### config.mk
export PLATFORM = sky130hd
export DESIGN_NAME = toca_top
export DESIGN_NICKNAME = d
export VERILOG_FILES = /design/src/design/toca_pkg.sv /design/src/design/toca_counter.sv /design/src/design/toca_output.sv /design/src/design/toca_top.sv
export SDC_FILE = /design/constraint.sdc
export NUM_CORES = 1
export LEC_CHECK = 0
export ABC_AREA = 0
export BUFFER_PORTS_ARGS = -buffer_cell sky130_fd_sc_hd__buf_2
export CAP_MARGIN = 25
export CORE_UTILIZATION = 44
export DETAILED_ROUTE_END_ITERATION = 8
export PLACE_DENSITY = 0.71
export SLEW_MARGIN = 30
export SYNTH_ARGS = -nofsm -noshare
export SYNTH_HDL_FRONTEND = slang
export SYNTH_SLANG_ARGS = --single-unit
### constraint.sdc
create_clock -name clk_sys -period 2.7 [get_ports clk_sys]
set_clock_uncertainty 0.15 [all_clocks]
set_input_delay 0.54 -clock clk_sys [delete_from_list [all_inputs] [get_ports clk_sys]]
set_output_delay 0.54 -clock clk_sys [all_outputs]
set_load 0.01 [all_outputs]
### src/design/toca_pkg.sv
package toca_pkg;

	// operating mode field codes
	typedef enum logic [1:0] {
		TOCA_MODE_COMPARE = 2'b00,  // compare match output
		TOCA_MODE_CAPTURE = 2'b01,  // capture input
		TOCA_MODE_PWM     = 2'b10,  // pwm or single pulse
		TOCA_MODE_TIMER   = 2'b11   // timer/counter, pin unused
	} toca_mode_type;

	// output function codes, compare match output mode
	localparam logic [1:0] TOCA_CMP_NONE   = 2'b00;  // no change on match
	localparam logic [1:0] TOCA_CMP_LOW    = 2'b01;  // go low on match
	localparam logic [1:0] TOCA_CMP_HIGH   = 2'b10;  // go high on match
	localparam logic [1:0] TOCA_CMP_TOGGLE = 2'b11;  // toggle on match

	// output function codes, pwm mode
	localparam logic [1:0] TOCA_PWM_INACTIVE = 2'b00;  // forced inactive
	localparam logic [1:0] TOCA_PWM_ACTIVE   = 2'b01;  // forced active
	localparam logic [1:0] TOCA_PWM_WAVE     = 2'b10;  // pwm waveform
	localparam logic [1:0] TOCA_PWM_PULSE    = 2'b11;  // single pulse

	// register byte addresses
	localparam logic [11:0] TOCA_ADDR_CONTROL   = 12'h000;
	localparam logic [11:0] TOCA_ADDR_CNT_LOW   = 12'h004;
	localparam logic [11:0] TOCA_ADDR_CNT_HIGH  = 12'h008;
	localparam logic [11:0] TOCA_ADDR_CMPA_LOW  = 12'h00C;
	localparam logic [11:0] TOCA_ADDR_CMPA_HIGH = 12'h010;
	localparam logic [11:0] TOCA_ADDR_CMPP      = 12'h014;

	// control register field positions
	localparam int TOCA_CTL_CLEAR_SEL = 0;  // counter_clear_select
	localparam int TOCA_CTL_SWAP      = 1;  // period_duty_swap
	localparam int TOCA_CTL_POLARITY  = 2;  // output_polarity_invert
	localparam int TOCA_CTL_LEVEL     = 3;  // output_level_control
	localparam int TOCA_CTL_FUNC_LO   = 4;  // output function, low bit
	localparam int TOCA_CTL_FUNC_HI   = 5;  // output function, high bit
	localparam int TOCA_CTL_MODE_LO   = 6;  // mode_select_low
	localparam int TOCA_CTL_MODE_HI   = 7;  // mode_select_high
	localparam int TOCA_CTL_RUN       = 8;  // counter run enable

	// reset values
	localparam logic [8:0]  TOCA_CONTROL_RESET = 9'h000;
	localparam logic [15:0] TOCA_CMPA_RESET    = 16'h0000;
	localparam logic [7:0]  TOCA_CMPP_RESET    = 8'h00;
	localparam logic [15:0] TOCA_COUNT_RESET   = 16'h0000;

endpackage : toca_pkg

### src/design/toca_counter.sv
`timescale 1ns/1ps
module toca_counter
	import toca_pkg::*;
(
	input  wire logic        clk_sys,
	input  wire logic        reset,
	input  wire logic        clk_en,
	input  wire logic        run,
	input  wire logic        clear,
	output logic      [15:0] count
);

	// free running 16-bit up counter, held at zero while stopped
	always_ff @(posedge clk_sys) begin
		if (reset) begin
			count <= TOCA_COUNT_RESET;
		end else if (clk_en) begin
			if (!run || clear) begin
				// stopped or a selected match: restart from zero
				count <= TOCA_COUNT_RESET;
			end else begin
				// natural wrap from ffff to 0000 is the overflow
				count <= count + 16'h0001;
			end
		end
	end

endmodule : toca_counter

### src/design/toca_output.sv
`timescale 1ns/1ps
module toca_output
	import toca_pkg::*;
(
	input  wire logic          clk_sys,
	input  wire logic          reset,
	input  wire logic          clk_en,
	input  wire toca_mode_type mode,
	input  wire logic    [1:0] func,
	input  wire logic          level,
	input  wire logic          polarity,
	input  wire logic          start,
	input  wire logic          a_match,
	input  wire logic          duty_active,
	output logic               pin,
	output logic               pin_oe
);

	logic cmp_level;     // held pin level in compare match output mode
	logic pulse_active;  // single pulse still running
	logic next_raw;      // level before the polarity stage

	// compare mode level: initial value on start, changed by comparator a only
	always_ff @(posedge clk_sys) begin
		if (reset) begin
			cmp_level <= 1'b0;
		end else if (clk_en) begin
			if (start) begin
				cmp_level <= level;
			end else if (a_match) begin
				// comparator p never reaches here
				case (func)
					TOCA_CMP_LOW:    cmp_level <= 1'b0;
					TOCA_CMP_HIGH:   cmp_level <= 1'b1;
					TOCA_CMP_TOGGLE: cmp_level <= ~cmp_level;
					default:         cmp_level <= cmp_level;
				endcase
			end
		end
	end

	// single pulse: active from start until the comparator a match
	always_ff @(posedge clk_sys) begin
		if (reset) begin
			pulse_active <= 1'b0;
		end else if (clk_en) begin
			if (start) begin
				pulse_active <= 1'b1;
			end else if (a_match) begin
				pulse_active <= 1'b0;
			end
		end
	end

	// mode logic: active level in pwm is the level setting
	always_comb begin
		next_raw = 1'b0;
		case (mode)
			TOCA_MODE_COMPARE: next_raw = cmp_level;
			TOCA_MODE_PWM: begin
				case (func)
					TOCA_PWM_ACTIVE: next_raw = level;
					TOCA_PWM_WAVE:   next_raw = duty_active ? level : ~level;
					TOCA_PWM_PULSE:  next_raw = pulse_active ? level : ~level;
					default:         next_raw = ~level;
				endcase
			end
			// timer/counter and capture leave the level unused
			default: next_raw = 1'b0;
		endcase
	end

	// polarity is the last stage before the pin, not applied in timer mode
	always_ff @(posedge clk_sys) begin
		if (reset) begin
			pin <= 1'b0;
		end else if (clk_en) begin
			if (mode == TOCA_MODE_TIMER) begin
				pin <= 1'b0;
			end else begin
				pin <= next_raw ^ polarity;
			end
		end
	end

	// pin driven only in the two output modes
	always_ff @(posedge clk_sys) begin
		if (reset) begin
			pin_oe <= 1'b0;
		end else if (clk_en) begin
			pin_oe <= (mode == TOCA_MODE_COMPARE) || (mode == TOCA_MODE_PWM);
		end
	end

endmodule : toca_output

### src/design/toca_top.sv
// Functional notes
// - compare mode: level setting gives initial pin level
// - pwm/pulse: level setting gives active level
// - level setting ignored in timer/counter mode
// - polarity bit inverts pin, not in timer
// - swap bit exchanges period and duty registers for pwm waveform; single pulse still ends on comparator a
// - clear select 1: clear on comparator a
// - clear select 0: clear on p or overflow
// - overflow clear only when register p zero
// - clear select only used in compare/timer modes
// - counter low byte readable, read only, zero reset
// - counter high byte readable, read only, zero reset
// - compare a low byte read-write, zero reset
// - compare a high byte read-write, zero reset
// - two-bit mode field: 00, 10, 11 decoded
// - register p compared with counter high byte
// - compare mode pin changes only on a match, a run start or a write of the polarity bit
`timescale 1ns/1ps
module toca_top
	import toca_pkg::*;
(
	input  wire logic        clk_sys,
	input  wire logic        reset,
	input  wire logic        clk_en,
	input  wire logic        psel,
	input  wire logic        penable,
	input  wire logic        pwrite,
	input  wire logic [11:0] paddr,
	input  wire logic [31:0] pwdata,
	input  wire logic  [3:0] pstrb,
	output logic      [31:0] prdata,
	output logic             pready,
	output logic             pslverr,
	output logic             timer_output_pin,
	output logic             timer_output_oe
);

	// last count of a period of p x 256 clocks; p of zero wraps to ffff
	function automatic logic [15:0] toca_p_end(input logic [7:0] p);
		logic [7:0] high;
		high = p - 8'h01;
		toca_p_end = {high, 8'hFF};
	endfunction : toca_p_end

	// true while the counter lies below a duty boundary
	function automatic logic toca_below(input logic [15:0] cnt, input logic [15:0] bound);
		toca_below = cnt < bound;
	endfunction : toca_below

	// true for an address that holds a register
	function automatic logic toca_mapped(input logic [11:0] addr);
		toca_mapped = (addr == TOCA_ADDR_CONTROL)   || (addr == TOCA_ADDR_CNT_LOW) ||
		              (addr == TOCA_ADDR_CNT_HIGH)  || (addr == TOCA_ADDR_CMPA_LOW) ||
		              (addr == TOCA_ADDR_CMPA_HIGH) || (addr == TOCA_ADDR_CMPP);
	endfunction : toca_mapped

	// control register fields
	toca_mode_type      mode_select;              // mode_select_high:mode_select_low
	logic         [1:0] output_function;          // output function select
	logic               output_level_control;     // initial or active level
	logic               output_polarity_invert;   // final inversion
	logic               period_duty_swap;         // pwm role swap
	logic               counter_clear_select;     // clear source select
	logic               counter_run;              // counter enable

	// compare registers
	logic        [15:0] compare_register_a;       // 16-bit comparator a value
	logic         [7:0] compare_register_p;       // 8-bit comparator p value

	// timer datapath
	logic        [15:0] count;                    // live counter value
	logic               run_q;                    // run enable one clock ago
	logic               run_start;                // run enable rising edge
	logic               a_match;                  // comparator a hit
	logic               p_match;                  // comparator p hit or overflow
	logic               counter_clear;            // selected clear source
	logic               duty_active;              // pwm in active phase
	logic         [8:0] control_view;             // control register read view

	// bus strobes
	logic               bus_write;                // write takes effect this edge
	logic               bus_setup;                // setup phase of any transfer
	logic               access_error;             // latched decode failure

	// ---------------------------------------------------------------
	// apb slave
	// ---------------------------------------------------------------

	// access phase is always one cycle long
	assign pready    = psel && penable;
	assign pslverr   = pready && access_error;
	assign bus_write = psel && penable && pwrite && !access_error && clk_en;
	assign bus_setup = psel && !penable;

	// decode error caught in the setup phase, answered in the access phase
	always_ff @(posedge clk_sys) begin
		if (reset) begin
			access_error <= 1'b0;
		end else if (clk_en && bus_setup) begin
			access_error <= !toca_mapped(paddr);
		end
	end

	// control bits gathered in one view for read back
	assign control_view = {counter_run, mode_select, output_function, output_level_control,
	                       output_polarity_invert, period_duty_swap, counter_clear_select};

	// read data captured at setup so it is steady through the access phase
	always_ff @(posedge clk_sys) begin
		if (reset) begin
			prdata <= 32'h00000000;
		end else if (clk_en && bus_setup) begin
			if (pwrite) begin
				prdata <= 32'h00000000;
			end else if (paddr == TOCA_ADDR_CONTROL) begin
				prdata <= {23'h000000, control_view};
			end else if (paddr == TOCA_ADDR_CNT_LOW) begin
				prdata <= {24'h000000, count[7:0]};
			end else if (paddr == TOCA_ADDR_CNT_HIGH) begin
				prdata <= {24'h000000, count[15:8]};
			end else if (paddr == TOCA_ADDR_CMPA_LOW) begin
				prdata <= {24'h000000, compare_register_a[7:0]};
			end else if (paddr == TOCA_ADDR_CMPA_HIGH) begin
				prdata <= {24'h000000, compare_register_a[15:8]};
			end else if (paddr == TOCA_ADDR_CMPP) begin
				prdata <= {24'h000000, compare_register_p};
			end else begin
				prdata <= 32'h00000000;  // unmapped reads as zero with an error
			end
		end
	end

	// control register: lane 0 holds the mode and output bits, lane 1 the run bit
	always_ff @(posedge clk_sys) begin
		if (reset) begin
			mode_select            <= toca_mode_type'(TOCA_CONTROL_RESET[TOCA_CTL_MODE_HI:TOCA_CTL_MODE_LO]);
			output_function        <= TOCA_CONTROL_RESET[TOCA_CTL_FUNC_HI:TOCA_CTL_FUNC_LO];
			output_level_control   <= TOCA_CONTROL_RESET[TOCA_CTL_LEVEL];
			output_polarity_invert <= TOCA_CONTROL_RESET[TOCA_CTL_POLARITY];
			period_duty_swap       <= TOCA_CONTROL_RESET[TOCA_CTL_SWAP];
			counter_clear_select   <= TOCA_CONTROL_RESET[TOCA_CTL_CLEAR_SEL];
			counter_run            <= TOCA_CONTROL_RESET[TOCA_CTL_RUN];
		end else if (bus_write && paddr == TOCA_ADDR_CONTROL) begin
			if (pstrb[0]) begin
				// mode field decoded as a two-bit code
				mode_select            <= toca_mode_type'(pwdata[TOCA_CTL_MODE_HI:TOCA_CTL_MODE_LO]);
				output_function        <= pwdata[TOCA_CTL_FUNC_HI:TOCA_CTL_FUNC_LO];
				output_level_control   <= pwdata[TOCA_CTL_LEVEL];
				output_polarity_invert <= pwdata[TOCA_CTL_POLARITY];
				period_duty_swap       <= pwdata[TOCA_CTL_SWAP];
				counter_clear_select   <= pwdata[TOCA_CTL_CLEAR_SEL];
			end
			if (pstrb[1]) begin
				counter_run <= pwdata[TOCA_CTL_RUN];
			end
		end
	end

	// compare register a, one byte per register
	always_ff @(posedge clk_sys) begin
		if (reset) begin
			compare_register_a <= TOCA_CMPA_RESET;
		end else if (bus_write && pstrb[0]) begin
			if (paddr == TOCA_ADDR_CMPA_LOW) begin
				compare_register_a[7:0] <= pwdata[7:0];
			end else if (paddr == TOCA_ADDR_CMPA_HIGH) begin
				compare_register_a[15:8] <= pwdata[7:0];
			end
		end
	end

	// compare register p
	always_ff @(posedge clk_sys) begin
		if (reset) begin
			compare_register_p <= TOCA_CMPP_RESET;
		end else if (bus_write && pstrb[0] && paddr == TOCA_ADDR_CMPP) begin
			compare_register_p <= pwdata[7:0];
		end
	end

	// counter registers take no writes: a write there is simply dropped

	// ---------------------------------------------------------------
	// comparators and clear selection
	// ---------------------------------------------------------------

	// run edge restarts the output logic
	always_ff @(posedge clk_sys) begin
		if (reset) begin
			run_q <= 1'b0;
		end else if (clk_en) begin
			run_q <= counter_run;
		end
	end

	assign run_start = counter_run && !run_q;

	// comparator a watches all sixteen counter bits
	assign a_match = counter_run && (count == compare_register_a);

	// comparator p sees only the high byte, so periods are 256-clock multiples;
	// with p at zero the end is ffff, which is the overflow
	assign p_match = counter_run && (count == toca_p_end(compare_register_p));

	// clear source per mode
	always_comb begin
		counter_clear = 1'b0;
		case (mode_select)
			TOCA_MODE_COMPARE, TOCA_MODE_TIMER: begin
				if (counter_clear_select) begin
					counter_clear = a_match;
				end else begin
					counter_clear = p_match;
				end
			end
			TOCA_MODE_PWM: begin
				// clear select ignored, period register clears
				counter_clear = period_duty_swap ? a_match : p_match;
			end
			default: begin
				// capture: clear select ignored, comparator p or overflow clears
				counter_clear = p_match;
			end
		endcase
	end

	// duty phase: below the duty register, which the swap bit picks
	always_comb begin
		duty_active = 1'b0;
		if (!period_duty_swap) begin
			duty_active = toca_below(count, compare_register_a);
		end else if (compare_register_p == 8'h00) begin
			duty_active = 1'b1;  // p of zero means a 65536-clock duty
		end else begin
			duty_active = toca_below(count, {compare_register_p, 8'h00});
		end
	end

	// ---------------------------------------------------------------
	// counter and output stage
	// ---------------------------------------------------------------

	toca_counter u_counter (
		.clk_sys (clk_sys),
		.reset   (reset),
		.clk_en  (clk_en),
		.run     (counter_run),
		.clear   (counter_clear),
		.count   (count)
	);

	toca_output u_output (
		.clk_sys     (clk_sys),
		.reset       (reset),
		.clk_en      (clk_en),
		.mode        (mode_select),
		.func        (output_function),
		.level       (output_level_control),
		.polarity    (output_polarity_invert),
		.start       (run_start),
		.a_match     (a_match),
		.duty_active (duty_active),
		.pin         (timer_output_pin),
		.pin_oe      (timer_output_oe)
	);

endmodule : toca_top

==> results, run 1 <==
- The half-perimeter wire length after placement is 8.31 mm.
- The time the final worst path needs with I/O delays and setup is 2.63 ns.
- The worst hold path was traced through 3 stages.
- The number of levels in the clock H-tree is 3.
- The antenna diode count is 0.
- The critical path data required time is around 2.8 ns.
- Setup repair after global routing left no endpoint under its margin.
- Detailed routing inserted a total of around 3700 vias.
- After detailed routing, the number of vias per cell comes to 5.52.
- The die height is 98.0 um.
- The worst setup path is of the reg -> reg kind.
- For the worst setup path, the data arrival time is 2.74 ns.
- The floorplan step defined a die boundary enclosing 9600 um2.
- In this run the critical register-to-register path is captured at u_output.pin$_SDFFE_PP0P_.
- After synthesis the cells add up to 4050 um2.
- For this run, the total global-route usage over all layers was measured as 0.232.
- Relative to the synthesized area, the layout overhead comes to 15.8%.
- The TritonCTS clock tree is built.
- The global-route wire length before repair is 17.5 mm.
- The total of warnings raised by yosys is 0.
- In this run, CTS created clock tree buffers numbering 9.
- For this run, the top clock speed supported by timing is 0.380 GHz.
- The detail-routed net length per standard cell is 16.1 um.
- The average instance in the mapped netlist occupies 8.27 um2.
- For this configuration, the core starts out at a cell density of 0.460.
- The number of global-route vias before repair is 3482.
- Max-cap violations in this run came to 0.
- The worst slack after detailed placement is -0.0367 ns.
- The net count of the finished layout is 636.
- Of the available clock period, the critical path in the final layout requires 0.975.
- Entering global routing, the biggest net connects 32 pins.
- The least setup slack across all paths after layout is between 0.06 and 0.07 ns.
- The count of mapped cells out of synthesis is 490.
- The worst setup path is captured at a flip-flop.
- The post-synthesis register bit count is 64.
- The run finished, with violations left.
- Input and output buffers added on the ports amount to between 40 and 50.
- The path class of the lowest-slack min-delay path is in -> reg.
- For this run, asynchronously set or reset flops after synthesis account for 0.
- The checks that failed: design-rule violations.
- The routed wire length is around 11 mm.
- The latest clock arrival within the worst-skew pair is 0.34 ns.
- The most frequently used flop master after synthesis is dfxtp_1.
- The clock drives 64 sinks.
- In the final layout, the share of cells above drive strength 1 is 0.187.
- The floorplan core area is ~8800 um2.
- The number of placed cells counting well taps is 647.
- The fraction of post-synthesis cell area in the top cell type by area is 0.316.
- Global routing finished with a remaining overflow of 0.
- The violation count after the first detailed-routing iteration is 256.
- Setup violations remaining at the end of the flow were counted as 0.
- The static leakage power is 1.99 nW.
- Across the VDD grid, the largest voltage drop is 0.000386 V.
- The routability congestion estimate from global placement is 0.938.
- The longest clock path from root to sink contains 2 buffers.
- The launch instance of the worst register-to-register path is compare_register_a[13]$_SDFFE_PP0P_.
- The count of different cell masters after synthesis is 60.
- The number of cells on the worst reg-to-reg path is 9.
- The floorplan row count is 34.
- The count of hold buffers inserted by post-cts repair is 0.
- The number of placed I/O pins is 90.
- The worst setup path is launched from a flip-flop.
- The number of antenna violations at the first check in global routing was 0.
- The max-slew violation count came to 0.
- The source of the worst hold timing path is pwdata[8].
- Summed over all instances, the cell type with the most area after synthesis is dfxtp_1.
- After synthesis, the cell types taking the most area are dfxtp_1 (32%), ha_1 (9.6%), mux2i_1 (8.6%).
- The worst hold path terminates at counter_run$_SDFFE_PP0P_.
- In the routed design, unresolved DRC markers number 3.
- The final instance count without filler cells is 663.
- The clock-pin transition on the worst setup and hold timing paths is 0.07 ns.
- For this run, the register share of the synthesized area comes to 0.316.
- Of all nets on the critical path, the largest fanout is 3.
- The number of nets with antenna violations after detailed routing is 0.
- The number of flops mapped to enable cells by yosys is 0.
- The cell area power density is ~420 nW/um2.
- The number of hold-slack violations in the final timing report is 0.
- The floorplan step set the die width to 98.0 um.
- The slack of the worst reg-to-reg path is roughly 0.069 ns.
- The first-pass detailed-route iteration total is 7.
- CTS placed an instance of clkbuf_8 at the clock tree root.
worst max-delay path: stages (launching register included):
cell	delay, ns
dfxtp_1	0.33
inv_1	0.09
ha_1	0.32
nand4_1	0.22
nor2_1	0.08
a221o_1	0.34
o31a_1	0.26
or3_1	0.37
a311o_1	0.32
o221ai_1	0.07
cell usage in the layout, fill, tap and decap left out, types with 2 or more instances in the layout:
cell type	instances
clkbuf_8	11
nor2_2	4
o31ai_1	2
bufinv_16	2
nand2_1	37
ha_1	31
a21oi_1	22
conb_1	23
o21ai_0	22
or3_1	2
buf_2	41
nor3_1	6
xnor2_1	14
mux2i_1	35
o31a_1	2
dfxtp_2	2
nor3b_1	3
and4b_1	2
and3_1	5
o2111ai_1	2
a221oi_1	8
nand4_1	7
o41ai_1	2
nand3b_1	3
nor2_1	73
a22oi_1	9
and2_1	3
nor2b_1	3
xor2_1	12
nand3_1	11
buf_4	29
inv_1	33
dfxtp_1	62
routing by layer:
layer | global-route usage | up-vias | routed length, um
met2 | 0.365 | 157 | 4740
li1 | - | 1779 | -
met5 | 0 | - | 0
met3 | 0.0408 | 27 | 734
met1 | 0.315 | 1694 | 4880
met4 | 0.0921 | 0 | 297
how the worst max path moves through the flow:
| stage | from | end | slack (ns) |
|---|---|---|---|
| finish | compare_register_a[13]$_SDFFE_PP0P_ | u_output.pin$_SDFFE_PP0P_ | 0.07 |
| floorplan | paddr[0] | output_function[0]$_SDFFE_PP0P_ | 0.18 |
| global route | compare_register_p[1]$_SDFFE_PP0P_ | u_output.pin$_SDFFE_PP0P_ | 0.005 |
| global placement | compare_register_a[14]$_SDFFE_PP0P_ | u_counter.count[12]$_SDFFE_PP0P_ | 0.11 |
| detailed placement | paddr[0] | prdata[5]$_SDFFE_PP0P_ | -0.04 |
| CTS | compare_register_a[14]$_SDFFE_PP0P_ | u_counter.count[8]$_SDFFE_PP0P_ | 0.02 |
final cells by class:
class                           instances  area (um2)
Clock buffer                           12         155
Clock inverter                          3        65.1
Fill cell                             836        4110
Inverter                               33         124
Multi-Input combinational cell        372        2490
Sequential cell                        64        1280
Tap cell                              108         135
Timing Repair Buffer                   71         443
registers in the layout, summed over array words and instances (netlist names), 2 cells and up:
signal / cells
compare_register_a: 16
u_counter.count: 16
prdata: 9
output_function: 2
compare_register_p: 8
mode_select: 2
synth_stat cells (all sizes together), types with 4 or more instances:
master / number
nor2: 77
dfxtp: 64
nand2: 37
mux2i: 35
inv: 33
ha: 31
buf: 30
o21ai: 23
a21oi: 22
xnor2: 14
clkbuf: 13
xor2: 12
nand3: 11
a22oi: 9
a221oi: 8
nand4: 7
nor3: 7
and3: 6
nor3b: 4
repair_timing:
action,in CTS,in global routing
endpoints found under the setup margin,0,16
resized for setup,0,6
buffers inserted,0,1
endpoints found under the hold margin,0,0
through the flow:
step	hold WS (ns)	setup TNS [ns]	power (mW)	utilization	area, um2
5_1_grt	0.309	0	2.03	0.533	4690
3_3_place_gp	0.285	0	1.06	0.504	4440
2_1_floorplan	0.295	0	1.05	-	4140
3_5_place_dp	0.292	-0.0367	1.07	0.504	4440
4_1_cts	0.278	0	1.98	0.529	4660
6_report	0.281	0	1.97	0.533	4690
kinds of logic after synthesis:
kind of cell,synth area share
and+or+nand+nor,0.204
AOI/OAI and AO/OA,0.145
buffers and inverters,0.0957
DFF,0.316
muxes,0.0864
adders and majority gates,0.0957
xor gates and xnor gates,0.0562
other,0.000925
power breakdown:
group          total [mW]  switching [mW]  internal (mW)  leakage [nW]
clock network       0.924           0.360          0.564         0.112
registers           0.949         0.00256          0.946         0.517
logic              0.0972          0.0666         0.0306          1.36
Note: power is estimated with default switching activity, not from simulation.
==> run 2: changes to the inputs <==
--- a/config.mk
+++ b/config.mk
@@ -10,6 +10,7 @@
 export CAP_MARGIN = 25
 export CORE_UTILIZATION = 44
 export DETAILED_ROUTE_END_ITERATION = 8
+export GPL_TIMING_DRIVEN = 0
 export PLACE_DENSITY = 0.71
 export SLEW_MARGIN = 30
 export SYNTH_ARGS = -nofsm -noshare
==> constraint.sdc (replaced) <==
create_clock -name clk_sys -period 2.7 [get_ports clk_sys]
set_clock_uncertainty 0.15 [all_clocks]
set_input_delay 0.27 -clock clk_sys [delete_from_list [all_inputs] [get_ports clk_sys]]
set_output_delay 0.27 -clock clk_sys [all_outputs]
set_load 0.01 [all_outputs]
==> run 2 against run 1 <==
Effect of this change:
- the flow still finishes with violations (design-rule violations)
- hold slack lost 0.26 ns
- combinational power increased by 32%
- count of clock-buffer cells in the layout shrank 3
- wire length is 0.59% higher
- critical endpoint unchanged
- critical path depth is the same
- non-clock buffer count rose by 14
- first-iteration DRC count rose by 7.8%
- global-route usage shrank 0.086 points
==> results, run 2 (same netlist as run 1, synthesis figures left out) <==
- The run finished, with violations left.
- The checks that failed: design-rule violations.
- The worst setup path is captured at a flip-flop.
- The die height came to 98.0 um (unchanged).
- The routed wire length was 10.7 mm (+0.59%).
- The least setup slack across all paths after layout is 0.0874 ns (+0.0188 ns).
- The global-route wire length before repair is 17.3 mm (-1.1%).
- At the pin with the least slew margin, the transition time is 0.633 ns.
- The sum of negative setup slack was 0 ns (unchanged).
- The number of I/O port buffers is 40 (-2.4%).
- The static leakage power is 1.99 nW (-0.24%).
- The residual DRC count was 3 (unchanged).
- The routability congestion estimate from global placement is 0.898 (-4.2%).
- The number of placed I/O pins is 90 (unchanged).
- The peak supply drop is 0.000303 V (-22%).
- The fraction of layout instances using a drive strength above 1 is 0.196 (+0.00910).
- The proportion of power drawn by the clock network is 0.415 (-0.054).
- The floorplan core area is 8810 um2 (unchanged).
- The violation count after the first detailed-routing iteration was 276 (+7.8%).
- The relative max-transition margin is 0.575.
- The critical path in this run is classified as reg -> reg.
- TritonCTS built the clock tree.
- The critical path data required time is 2.81 ns (about the same).
- The number of failing setup endpoints in the final timing report is 0 (unchanged).
- The arrival time of the worst setup path is 2.72 ns (-0.02 ns).
- The floorplan die width is 98.0 um (unchanged).
- The number of levels in the clock H-tree was 3 (unchanged).
- The worst slack after detailed placement is -0.180 ns (-0.144 ns).
- The cell area power density is 390 nW/um2 (-7.2%).
- The family of cells with the greatest summed delay on the critical path is compound AO/OA/AOI/OAI gates.
- The largest registers in the layout are compare_register_a (16), u_counter.count (16), prdata (9).
- The footprint of the multi-input gates came to 2510 um2 (+0.81%).
- The clock-pin transition on the worst setup and hold timing paths was 0.09 ns (+0.02 ns).
- The final layout net count was 650 (+2.2%).
- The combinational share of power is 0.070 (+0.021).
- The period utilization is 0.968 (-0.00697).
- The number of hold-slack violations in the final timing report is 0 (unchanged).
- The net switching fraction of the power is 0.273 (+0.0550).
- The area used by sequential logic in the layout is 1290 um2 (+0.88%).
- The highest-delay cell along the critical path is or3b_2.
- The detail-routed via count per cell is 5.46 (-0.96%).
- Setup repair after global routing left no endpoint under its margin.
- The register share of total power is 0.515 (+0.033).
- The half-perimeter wire length after placement was 8.31 mm (about the same).
- Relative to the synthesized area, the layout overhead comes to 16.4%.
- The initial core utilization was 0.460 (unchanged).
- The count of buffering cells on the critical path with inverters included is 1 (unchanged).
- The floorplan row count is 34 (unchanged).
- The number of maximum-capacitance constraint violations is 0 (unchanged).
- The pin count of the biggest net entering global routing is 14 (-56%).
- The total clock sinks is 64 (unchanged).
- The total clock buffers created by CTS came to 9 (unchanged).
- The largest fanout on the critical path is 6 (+3).
- The number of antenna violations at the first check in global routing came to 0 (unchanged).
- The internal power contribution is 1.34 mW (-13%).
- The tree is rooted in a clkbuf_8.
- The max-slew violation count was 0 (unchanged).
- The count of hold buffers inserted by post-cts repair is 0 (unchanged).
- The switching power total is 502 uW (+17%).
- The detail-routed net length per standard cell came to 15.8 um (-1.6%).
- The area of the die was 9600 um2 (unchanged).
- The path class of the lowest-slack min-delay path is in -> reg.
- The first-pass detailed-route iteration total is 7 (unchanged).
- The number of global-route vias before repair came to 3505 (+0.66%).
- The time the final worst path needs with I/O delays and setup is 2.61 ns (-0.0188 ns).
- The final design utilization was 0.536 (+0.00298).
- The via count came to 3704 (+1.3%).
- The highest attainable clock frequency is 0.383 GHz (+0.72%).
- The global-route usage over all layers was 0.231 (-0.000856).
- The global route total overflow came to 0 (unchanged).
- STA classifies the critical path startpoint as a flip-flop.
- The number of nets with antenna violations after detailed routing is 0 (unchanged).
- The number of buffers between clock root and the deepest sink is 2 (unchanged).
- Leaving out fill and tap cells, the most frequent cells in the layout are nor2_1 (73), dfxtp_1 (55), buf_2 (41), nand2_1 (37), mux2i_1 (35).
- The count of fill cells added during filler insertion is 832 (-0.48%).
- The library cell used most frequently in the layout, excluding fill and tap cells, is nor2_1.
- Traced cell by cell, the critical path runs through inv_1, ha_1, or3b_2, o41ai_2, a21oi_1, o22a_1, or3_1, a311o_1, o221ai_1.
- The maximum single-stage delay on the critical path is 0.45 ns (+0.08 ns).
- The antenna diode count was 0 (unchanged).
- The latest clock arrival within the worst-skew pair is 0.35 ns (about the same).
run 2: changes by cell type in the layout (fill, tap and decap cells not counted), sizes merged:
| cell | change |
|---|---|
| clkbuf | +10 |
| clkinv | +2 |
| clkinvlp | +2 |
| buf | +1 |
| bufinv | -2 |
| inv | +2 |
run 2: worst reg2reg max path, stage by stage, from the launching register on:
cell	delay, ns
dfxtp_2	0.36
inv_1	0.11
ha_1	0.15
or3b_2	0.45
o41ai_2	0.25
a21oi_1	0.11
o22a_1	0.22
or3_1	0.33
a311o_1	0.32
o221ai_1	0.07
run 2: power groups by stage:
stage          clock network, mW  logic (mW)  registers [mW]
6_report                   0.764       0.128           0.947
5_1_grt                    0.814       0.139           0.947
4_1_cts                    0.778       0.124           0.947
3_5_place_dp                   0       0.124           0.970
3_3_place_gp                   0       0.122           0.970
2_1_floorplan                  0      0.0758           0.970
run 2: final cells by class:
cell class | count | area share
sequential | 64 | 0.274
inverter | 33 | 0.0263
clock buffer | 9 | 0.0263
clock inverter | 7 | 0.0117
multi-input combinational | 372 | 0.531
buffer | 43 | 0.0560
tap | 108 | 0.0286
timing repair buffer | 42 | 0.0456
run 2: timing repair:
item / in CTS / in global routing
pin swaps: 2 / 2
gates resized for setup: 6 / 9
endpoints found under the hold margin: 0 / 0
endpoints found under the setup margin: 16 / 19
setup buffers: 0 / 2
run 2: metrics by stage:
step	instances	hold slack [ns]	total power, mW	cell area [um2]
4_1_cts	676	0.0159	1.85	4670
3_3_place_gp	660	0.286	1.09	4470
3_5_place_dp	660	0.294	1.09	4470
2_1_floorplan	512	0.264	1.05	4140
6_report	678	0.0247	1.84	4720
5_1_grt	678	0.0737	1.90	4720
run 2: layer usage:
layer  wire (um)  up-vias  GRT usage
met5           0        -          0
met4         271        0     0.0851
met3         655       30     0.0365
met2        4950      129      0.378
met1        4840     1739      0.307
li1            -     1806          -
run 2: path summary, 6_finish.rpt:
kind / startpoint / end / slack [ns] / cells past startpoint
min: pwdata[8] / counter_run$_SDFFE_PP0P_ / 0.02 / 3
max: compare_register_p[1]$_SDFFE_PP0P_ / u_output.pin$_SDFFE_PP0P_ / 0.09 / 9
min reg2reg: prdata[7]$_SDFFE_PP0P_ / prdata[7]$_SDFFE_PP0P_ / 0.31 / 2
max reg2reg: compare_register_p[1]$_SDFFE_PP0P_ / u_output.pin$_SDFFE_PP0P_ / 0.09 / 9
